--- src/sstc_defs.svh ---
/*
  Register offsets, field positions, reset values and clamp floors of the
  scan sequence and conversion timing control block.
  Assumes inclusion by bare name from package and modules alike.
*/
`ifndef SSTC_DEFS_SVH
`define SSTC_DEFS_SVH

// ****************************************
// Register offsets
// ****************************************
`define SSTC_ADDR_FILL    8'h01
`define SSTC_ADDR_STATUS  8'h04
`define SSTC_ADDR_OSC     8'h18
`define SSTC_ADDR_CYCLE   8'h19
`define SSTC_ADDR_MODE    8'h1C
`define SSTC_ADDR_LAUNCH  8'h1E
`define SSTC_ADDR_CANCEL  8'h1F
`define SSTC_ADDR_CHEN    8'h20

// ****************************************
// Field positions and codes
// ****************************************
`define SSTC_BIT_CTRL     0
`define SSTC_BIT_AUTO     2
`define SSTC_BIT_LOOP     1
`define SSTC_FAULT_OFF    2'h0
`define SSTC_FAULT_OK     2'h1
`define SSTC_FAULT_ERR    2'h3

// ****************************************
// Reset values and limits
// ****************************************
`define SSTC_RST_OSC      1'h0
`define SSTC_RST_CYCLE    8'h00
`define SSTC_RST_MODE     3'h0
`define SSTC_RST_CHEN     2'h3
`define SSTC_FILL_MAX     5'h10
`define SSTC_FLOOR_HS     8'h15
`define SSTC_FLOOR_LP     8'h12

`endif

--- src/sstc_pkg.sv ---
/*
  Types and shared functions of the scan sequence and timing control block.
  Assumes sstc_defs.svh is on the include path.
*/
`include "sstc_defs.svh"

package sstc_pkg;

  // ****************************************
  // Sequencer states
  // ****************************************
  typedef enum logic [1:0]
  {
    SSTC_IDLE = 2'h0,
    SSTC_CONV = 2'h1,
    SSTC_ADV  = 2'h3
  } sstc_seq_t;

  typedef struct packed
  {
    sstc_seq_t  seq;
    logic       busy;
    logic       chan;
    logic [1:0] fault;
    logic [4:0] fill;
    logic       osc;
    logic [7:0] cycClk;
    logic [2:0] mode;
    logic [1:0] chEn;
    logic [7:0] rdData;
    logic       rdValid;
    logic       convDone;
  } sstc_state_t;

  typedef struct packed
  {
    logic [1:0] sync1;
    logic [1:0] sync2;
    logic [1:0] prev;
    logic [7:0] cnt;
    logic       done;
  } sstc_tmr_t;

  // ****************************************
  // Functions
  // ****************************************
  function automatic logic sstc_auto(input logic [2:0] mode);
    return mode[`SSTC_BIT_AUTO];
  endfunction

  function automatic logic [7:0] sstc_clamp(input logic lp, input logic [7:0] x);
    logic [7:0] floorVal;
    floorVal = lp ? `SSTC_FLOOR_LP : `SSTC_FLOOR_HS;
    return (x <= floorVal) ? floorVal : x;
  endfunction

endpackage

--- src/sstc_cycle_timer.sv ---
/*
  Conversion cycle timer: counts periods of the selected oscillator.
  Assumes both oscillator inputs are asynchronous and slower than half of clk_sys.
*/
`timescale 1ns/1ps
`include "sstc_defs.svh"

module sstc_cycle_timer
(
  // Clock and reset
  input  wire logic       clk_sys,
  input  wire logic       rst_n,
  // Oscillator pins
  input  wire logic       hsOscClk,
  input  wire logic       lpOscClk,
  // Control
  input  wire logic       lowPower,
  input  wire logic [7:0] cycleClocks,
  input  wire logic       enable,
  // Result
  output logic            done
);
  import sstc_pkg::*;

  sstc_tmr_t  st;
  sstc_tmr_t  next_st;
  logic [7:0] effClocks;
  logic       tick;

  // ****************************************
  // Counting
  // ****************************************
  always_comb
  begin
    next_st       = st;
    next_st.sync1 = {lpOscClk, hsOscClk};
    next_st.sync2 = st.sync1;
    next_st.prev  = st.sync2;
    next_st.done  = 1'b0;
    effClocks     = sstc_clamp(lowPower, cycleClocks);
    tick          = st.sync2[lowPower] & ~st.prev[lowPower];
    if (!enable)
    begin
      next_st.cnt = 8'h00;
    end
    else if (tick)
    begin
      if (st.cnt + 8'h01 >= effClocks)
      begin
        next_st.cnt  = 8'h00;
        next_st.done = 1'b1;
      end
      else
      begin
        next_st.cnt = st.cnt + 8'h01;
      end
    end
  end

  always_ff @(posedge clk_sys or negedge rst_n)
  begin
    if (!rst_n)
    begin
      st <= '0;
    end
    else
    begin
      st <= next_st;
    end
  end

  assign done = st.done;
endmodule

--- src/sstc_scan_ctrl.sv ---
/*
  Scan sequence and conversion timing control: register file and sequencer.
  Assumes the two-wire front end delivers byte register accesses and
  general-call reset as single-cycle strobes on clk_sys.
*/
`timescale 1ns/1ps
`include "sstc_defs.svh"

module sstc_scan_ctrl
(
  // Clock and reset
  input  wire logic       clk_sys,
  input  wire logic       rst_n,
  // Register access from two-wire front end
  input  wire logic [7:0] regAddr,
  input  wire logic [7:0] regWrData,
  input  wire logic       regWrite,
  input  wire logic       regRead,
  input  wire logic       gcReset,
  output logic      [7:0] regRdData,
  output logic            regRdValid,
  // Oscillator pins
  input  wire logic       hsOscClk,
  input  wire logic       lpOscClk,
  // Converter side
  output logic            busyPin,
  output logic            activeChannel,
  output logic            convDone,
  output logic            oscLowPower
);
  import sstc_pkg::*;

  localparam sstc_state_t RST_STATE = '{
    seq:      SSTC_IDLE,
    busy:     1'b0,
    chan:     1'b0,
    fault:    `SSTC_FAULT_OFF,
    fill:     5'h00,
    osc:      `SSTC_RST_OSC,
    cycClk:   `SSTC_RST_CYCLE,
    mode:     `SSTC_RST_MODE,
    chEn:     `SSTC_RST_CHEN,
    rdData:   8'h00,
    rdValid:  1'b0,
    convDone: 1'b0
  };

  sstc_state_t st;
  sstc_state_t next_st;
  logic        tmrDone;
  logic        launchWr;
  logic        cancelWr;
  logic        autoOn;

  // ****************************************
  // Cycle timer
  // ****************************************
  sstc_cycle_timer u_timer
  (
    .clk_sys     (clk_sys),
    .rst_n       (rst_n),
    .hsOscClk    (hsOscClk),
    .lpOscClk    (lpOscClk),
    .lowPower    (st.osc),
    .cycleClocks (st.cycClk),
    .enable      (st.seq == SSTC_CONV),
    .done        (tmrDone)
  );

  // ****************************************
  // Registers and sequencer
  // ****************************************
  always_comb
  begin
    next_st          = st;
    next_st.rdValid  = regRead;
    next_st.convDone = 1'b0;
    autoOn           = sstc_auto(st.mode);
    launchWr = regWrite && regAddr == `SSTC_ADDR_LAUNCH && regWrData[`SSTC_BIT_CTRL];
    cancelWr = regWrite && regAddr == `SSTC_ADDR_CANCEL && regWrData[`SSTC_BIT_CTRL];

    unique case (regAddr)
      `SSTC_ADDR_FILL:   next_st.rdData = {3'h0, st.fill};
      `SSTC_ADDR_STATUS: next_st.rdData = {5'h00, st.fault, 1'b0};
      `SSTC_ADDR_OSC:    next_st.rdData = {7'h00, st.osc};
      `SSTC_ADDR_CYCLE:  next_st.rdData = sstc_clamp(st.osc, st.cycClk);
      `SSTC_ADDR_MODE:   next_st.rdData = {5'h00, st.mode};
      `SSTC_ADDR_CHEN:   next_st.rdData = {6'h00, st.chEn};
      default:           next_st.rdData = 8'h00;
    endcase

    if (regWrite)
    begin
      unique case (regAddr)
        `SSTC_ADDR_OSC:   next_st.osc    = regWrData[`SSTC_BIT_CTRL];
        `SSTC_ADDR_CYCLE: next_st.cycClk = regWrData;
        `SSTC_ADDR_MODE:  next_st.mode   = regWrData[2:0];
        `SSTC_ADDR_CHEN:  next_st.chEn   = regWrData[1:0];
        default:          next_st.cycClk = st.cycClk;
      endcase
    end

    if (cancelWr)
    begin
      next_st.seq  = SSTC_IDLE;
      next_st.busy = 1'b0;
    end
    else if (launchWr)
    begin
      next_st.fill = 5'h00;
      if (autoOn && st.chEn == 2'h0)
      begin
        next_st.fault = `SSTC_FAULT_ERR;
        next_st.seq   = SSTC_IDLE;
        next_st.busy  = 1'b0;
      end
      else
      begin
        next_st.fault = autoOn ? `SSTC_FAULT_OK : `SSTC_FAULT_OFF;
        next_st.seq   = SSTC_CONV;
        next_st.busy  = 1'b1;
        next_st.chan  = autoOn ? ~st.chEn[0] : 1'b0;
      end
    end
    else
    begin
      unique case (st.seq)
        SSTC_IDLE: next_st.seq = SSTC_IDLE;
        SSTC_CONV:
        begin
          if (tmrDone)
          begin
            next_st.convDone = 1'b1;
            next_st.seq      = SSTC_ADV;
            if (st.fill != `SSTC_FILL_MAX)
            begin
              next_st.fill = st.fill + 5'h01;
            end
          end
        end
        SSTC_ADV:
        begin
          if (autoOn && !st.chan && st.chEn[1])
          begin
            next_st.chan = 1'b1;
            next_st.seq  = SSTC_CONV;
          end
          else if (autoOn && st.mode[`SSTC_BIT_LOOP])
          begin
            next_st.chan = ~st.chEn[0];
            next_st.seq  = SSTC_CONV;
          end
          else
          begin
            next_st.seq  = SSTC_IDLE;
            next_st.busy = 1'b0;
          end
        end
        default:
        begin
          next_st.seq  = SSTC_IDLE;
          next_st.busy = 1'b0;
        end
      endcase
    end

    if (gcReset)
    begin
      next_st = RST_STATE;
    end
  end

  always_ff @(posedge clk_sys or negedge rst_n)
  begin
    if (!rst_n)
    begin
      st <= RST_STATE;
    end
    else
    begin
      st <= next_st;
    end
  end

  assign regRdData     = st.rdData;
  assign regRdValid    = st.rdValid;
  assign busyPin       = st.busy;
  assign activeChannel = st.chan;
  assign convDone      = st.convDone;
  assign oscLowPower   = st.osc;
endmodule

--- config.mk ---
export PLATFORM = sky130hd
export DESIGN_NAME = sstc_scan_ctrl
export DESIGN_NICKNAME = d
export VERILOG_FILES = /design/src/sstc_pkg.sv /design/src/sstc_cycle_timer.sv /design/src/sstc_scan_ctrl.sv
export VERILOG_INCLUDE_DIRS = /design/src
export SDC_FILE = /design/constraint.sdc
export NUM_CORES = 1
export LEC_CHECK = 0
export ABC_AREA = 1
export ABC_CLOCK_PERIOD_IN_PS = 7300
export BUFFER_PORTS_ARGS = -buffer_cell sky130_fd_sc_hd__buf_2
export CAP_MARGIN = 20
export CORE_MARGIN = 2
export CORE_UTILIZATION = 60
export DETAILED_ROUTE_END_ITERATION = 10
export GPL_TIMING_DRIVEN = 0
export PLACE_DENSITY = 0.82
export SLEW_MARGIN = 25
export SYNTH_ARGS = -nofsm -noshare
export SYNTH_HDL_FRONTEND = slang
export SYNTH_SLANG_ARGS = --single-unit
--- constraint.sdc ---
create_clock -name clk_sys -period 7.3 [get_ports clk_sys]
set_clock_uncertainty 0.2 [all_clocks]
set_input_delay 0.365 -clock clk_sys [delete_from_list [all_inputs] [get_ports clk_sys]]
set_output_delay 0.365 -clock clk_sys [all_outputs]
set_load 0.02 [all_outputs]
==> impl_metrics.tcl <==
set metrics [dict create \
    drc 0 \
    endpoint_kind "register" \
    core_sq_um 4690 \
    synthAdderAreaFrac_pct 6.01 \
    grt_usage_pct 24.4 \
    grt_pass1_wl_um 10200 \
    cp-start-kind "register" \
    timing.rr.end "u_timer.st[2]$_DFFE_PN0P_" \
    postCtsSetupBuffers 0 \
    seqCellArea_sq_um 1250 \
    synthMuxAreaShare_pct 0.343 \
    cts_root_buffer "clkbuf_8" \
    die_height_um 73.7 \
    num_vias 2487 \
    hold_end "regRdValid$_DFF_PN0_" \
    multi_input_area_sq_um 1370 \
    synth-compound-area-share_pct 9.10 \
    io_pins 36 \
    regToRegStartpoint "oscLowPower$_DFFE_PN0P_" \
    diodes 0 \
    start_util_pct 62.1 \
    min_period_ns 2.79 \
    antenna_left 0 \
    drive_gt1_share_pct 19.2 \
    ys_ff_latch 50 \
    nNetsFinal 448 \
    cts_buffers 5 \
    ys_types 37 \
    grt_pass1_vias 2334 \
    min_from "regRead" \
    wl_um 5950 \
    path_clk_slew_ns 0.09 \
    drv_slew 0 \
    rsz0062_at_grt "no" \
    setup_tns_ns 0 \
    reg2regPathDepth 15 \
    nFillCells 389 \
    clk_path_buf_depth 2 \
    hpwl_um 4550 \
    status "finished clean" \
    clk_latency_ns 0.30 \
    yosys.area.top_type "dfrtp_1" \
    via_per_inst 5.34 \
    maxCapViolCount 0 \
    synthCells 367 \
    rows 25 \
    post_drt_wl_per_cell_um 12.8 \
    die_w_um 73.7 \
    syn_area_sq_um 2910 \
    synth_xor_area_share_pct 1.50 \
    p_total_uw 523 \
    first_pass_iters 4 \
    holdPathStages 3 \
    ir_worst_vdd_v 0.000141 \
    overflow 0 \
    power_density_nw_per_um2 159 \
    final_hold_viol_count 0 \
    port_buffers 34 \
    tritoncts "built" \
    pre_cts_slack_ns 4.53 \
    synth_nets 404 \
    dieArea_sq_um 5430 \
    grt_max_degree 51 \
    netlist.area_leader.share_pct 41.2 \
    synth-simple-area-share_pct 30.0 \
    gp_congestion 0.882 \
    synth_area_leaders "dfrtp_1, nand2_1, inv_1" \
    grt_antenna_before_repair 0 \
    leakagePower_nw 1.70 \
    synth-seq-area-share_pct 43.0 \
    setup_viol 0 \
    period_share_pct 38.2 \
    slew-limit-headroom_pct 58.6 \
    synth_top_family_by_area "simple AND/OR/NAND/NOR gates" \
    dr.first_iter.drc_count 200 \
    tightest_slew_ns 0.620 \
    min_path_type "in2reg" \
    critPathKind "reg2reg" \
    timing.final.ws_setup_ns 4.51 \
    cp_max_fo 7 \
    cp.required_ns 7.32 \
    postSynthAreaPerCell_sq_um 7.94 \
    cts-htree-levels 2 \
    cts.repair.resized 0 \
    reg2reg_slack_ns 4.51 \
    timing.fmax_ghz 0.358 \
    cts_sinks 50 \
    crit_arrival_ns 2.81 \
    ys_warn_count 0 \
    area_delta_synth_final_pct 13.1 \
]
## cell usage in the layout (no fill, tap or decap), types with 7 or more instances in the layout
| cell type | n |
|---|---|
| nand2_1 | 79 |
| inv_1 | 49 |
| dfrtp_1 | 48 |
| nor2_1 | 45 |
| buf_2 | 33 |
| nand3_1 | 26 |
| o21ai_0 | 25 |
| ha_1 | 14 |
| buf_4 | 10 |
| a21oi_1 | 10 |
| nor3_1 | 7 |
## synth_stat cells, drive strengths merged
library cell	number
ha	14
xor2	5
mux2i	1
o21ai	34
dfrtp	48
inv	53
dfstp	2
nor4	2
nand3b	1
a21oi	10
a31oi	2
clkinv	1
nor2	52
nand4	4
o21a	1
o21bai	1
clkbuf	2
nor3b	1
nand3	27
o22ai	1
nand2	84
buf	10
nor3	11
## flip-flops by register name, indices dropped and copies added, names as in the netlist
signal and cells:
u_timer.next_st 4, regRdData 8, activeChannel 1, autoOn 1
u_timer.done 1, regRdValid 1, oscLowPower 1, st 21
u_timer.st 10, busyPin 1, convDone 1
## through the flow
step                cells  area (sq um)  hold WS, ns  util [%]
finish                466          3290       0.0523      70.2
global route          466          3290       0.0569      70.2
CTS                   466          3290       0.0507      70.2
detailed placement    455          3150        0.137      67.2
global placement      455          3150        0.133      67.2
floorplan             367          2910       -0.131         -
## worst max path at each step
stage | from | to | cells after the start
2_1_floorplan | oscLowPower$_DFFE_PN0P_ | u_timer.st[2]$_DFFE_PN0P_ | 16
3_3_place_gp | oscLowPower$_DFFE_PN0P_ | u_timer.st[2]$_DFFE_PN0P_ | 15
3_5_place_dp | oscLowPower$_DFFE_PN0P_ | u_timer.st[2]$_DFFE_PN0P_ | 15
4_1_cts | oscLowPower$_DFFE_PN0P_ | u_timer.st[2]$_DFFE_PN0P_ | 15
5_1_grt | oscLowPower$_DFFE_PN0P_ | u_timer.st[4]$_DFFE_PN0P_ | 15
6_report | oscLowPower$_DFFE_PN0P_ | u_timer.st[2]$_DFFE_PN0P_ | 15
## power by group
part           total [mW]  switching (mW)  internal (mW)
clock network       0.194          0.0915          0.102
logic              0.0429          0.0281         0.0148
registers           0.286         0.00453          0.282
## cell families after synthesis
family | Yosys count
xor gates and xnor gates | 5
DFF | 50
AOI/OAI and AO/OA | 49
muxes | 1
buffers and inverters | 66
and+or+nand+nor | 182
adders and majority gates | 14
## cell type report
type / instances / area share [%]
multi-input combinational: 251 / 41.5
sequential: 50 / 38.1
inverter: 54 / 6.27
timing repair buffer: 37 / 6.15
buffer: 12 / 2.62
clock buffer: 6 / 2.20
tap: 54 / 2.05
clock inverter: 2 / 1.14
## repair_timing
action	4_1_cts	5_1_grt
setup endpoints to repair	0	0
endpoints found under the hold margin	50	0
hold buffers	3	0
## worst max-delay path, stage by stage, from the launching register on
cell and delay (ns):
dfrtp_1 0.45, inv_2 0.09, ha_1 0.30, nand2_1 0.05
nor2_1 0.10, nor2_1 0.04, nand2_1 0.07, nand3_1 0.15
nand2_1 0.16, inv_1 0.05, ha_1 0.30, a21oi_1 0.14
o21ai_0 0.08, nand2_1 0.11, nand4_2 0.18, o21ai_0 0.22
## metal layers
layer / vias to the layer above / global-route usage, % / share of wire (%)
met5: - / 0 / 0
met4: 0 / 6.87 / 1.4
met3: 9 / 4.80 / 5.5
met2: 65 / 39.1 / 46
met1: 1155 / 33.7 / 47
li1: 1258 / - / -
Power figures use the tool's default switching activity.
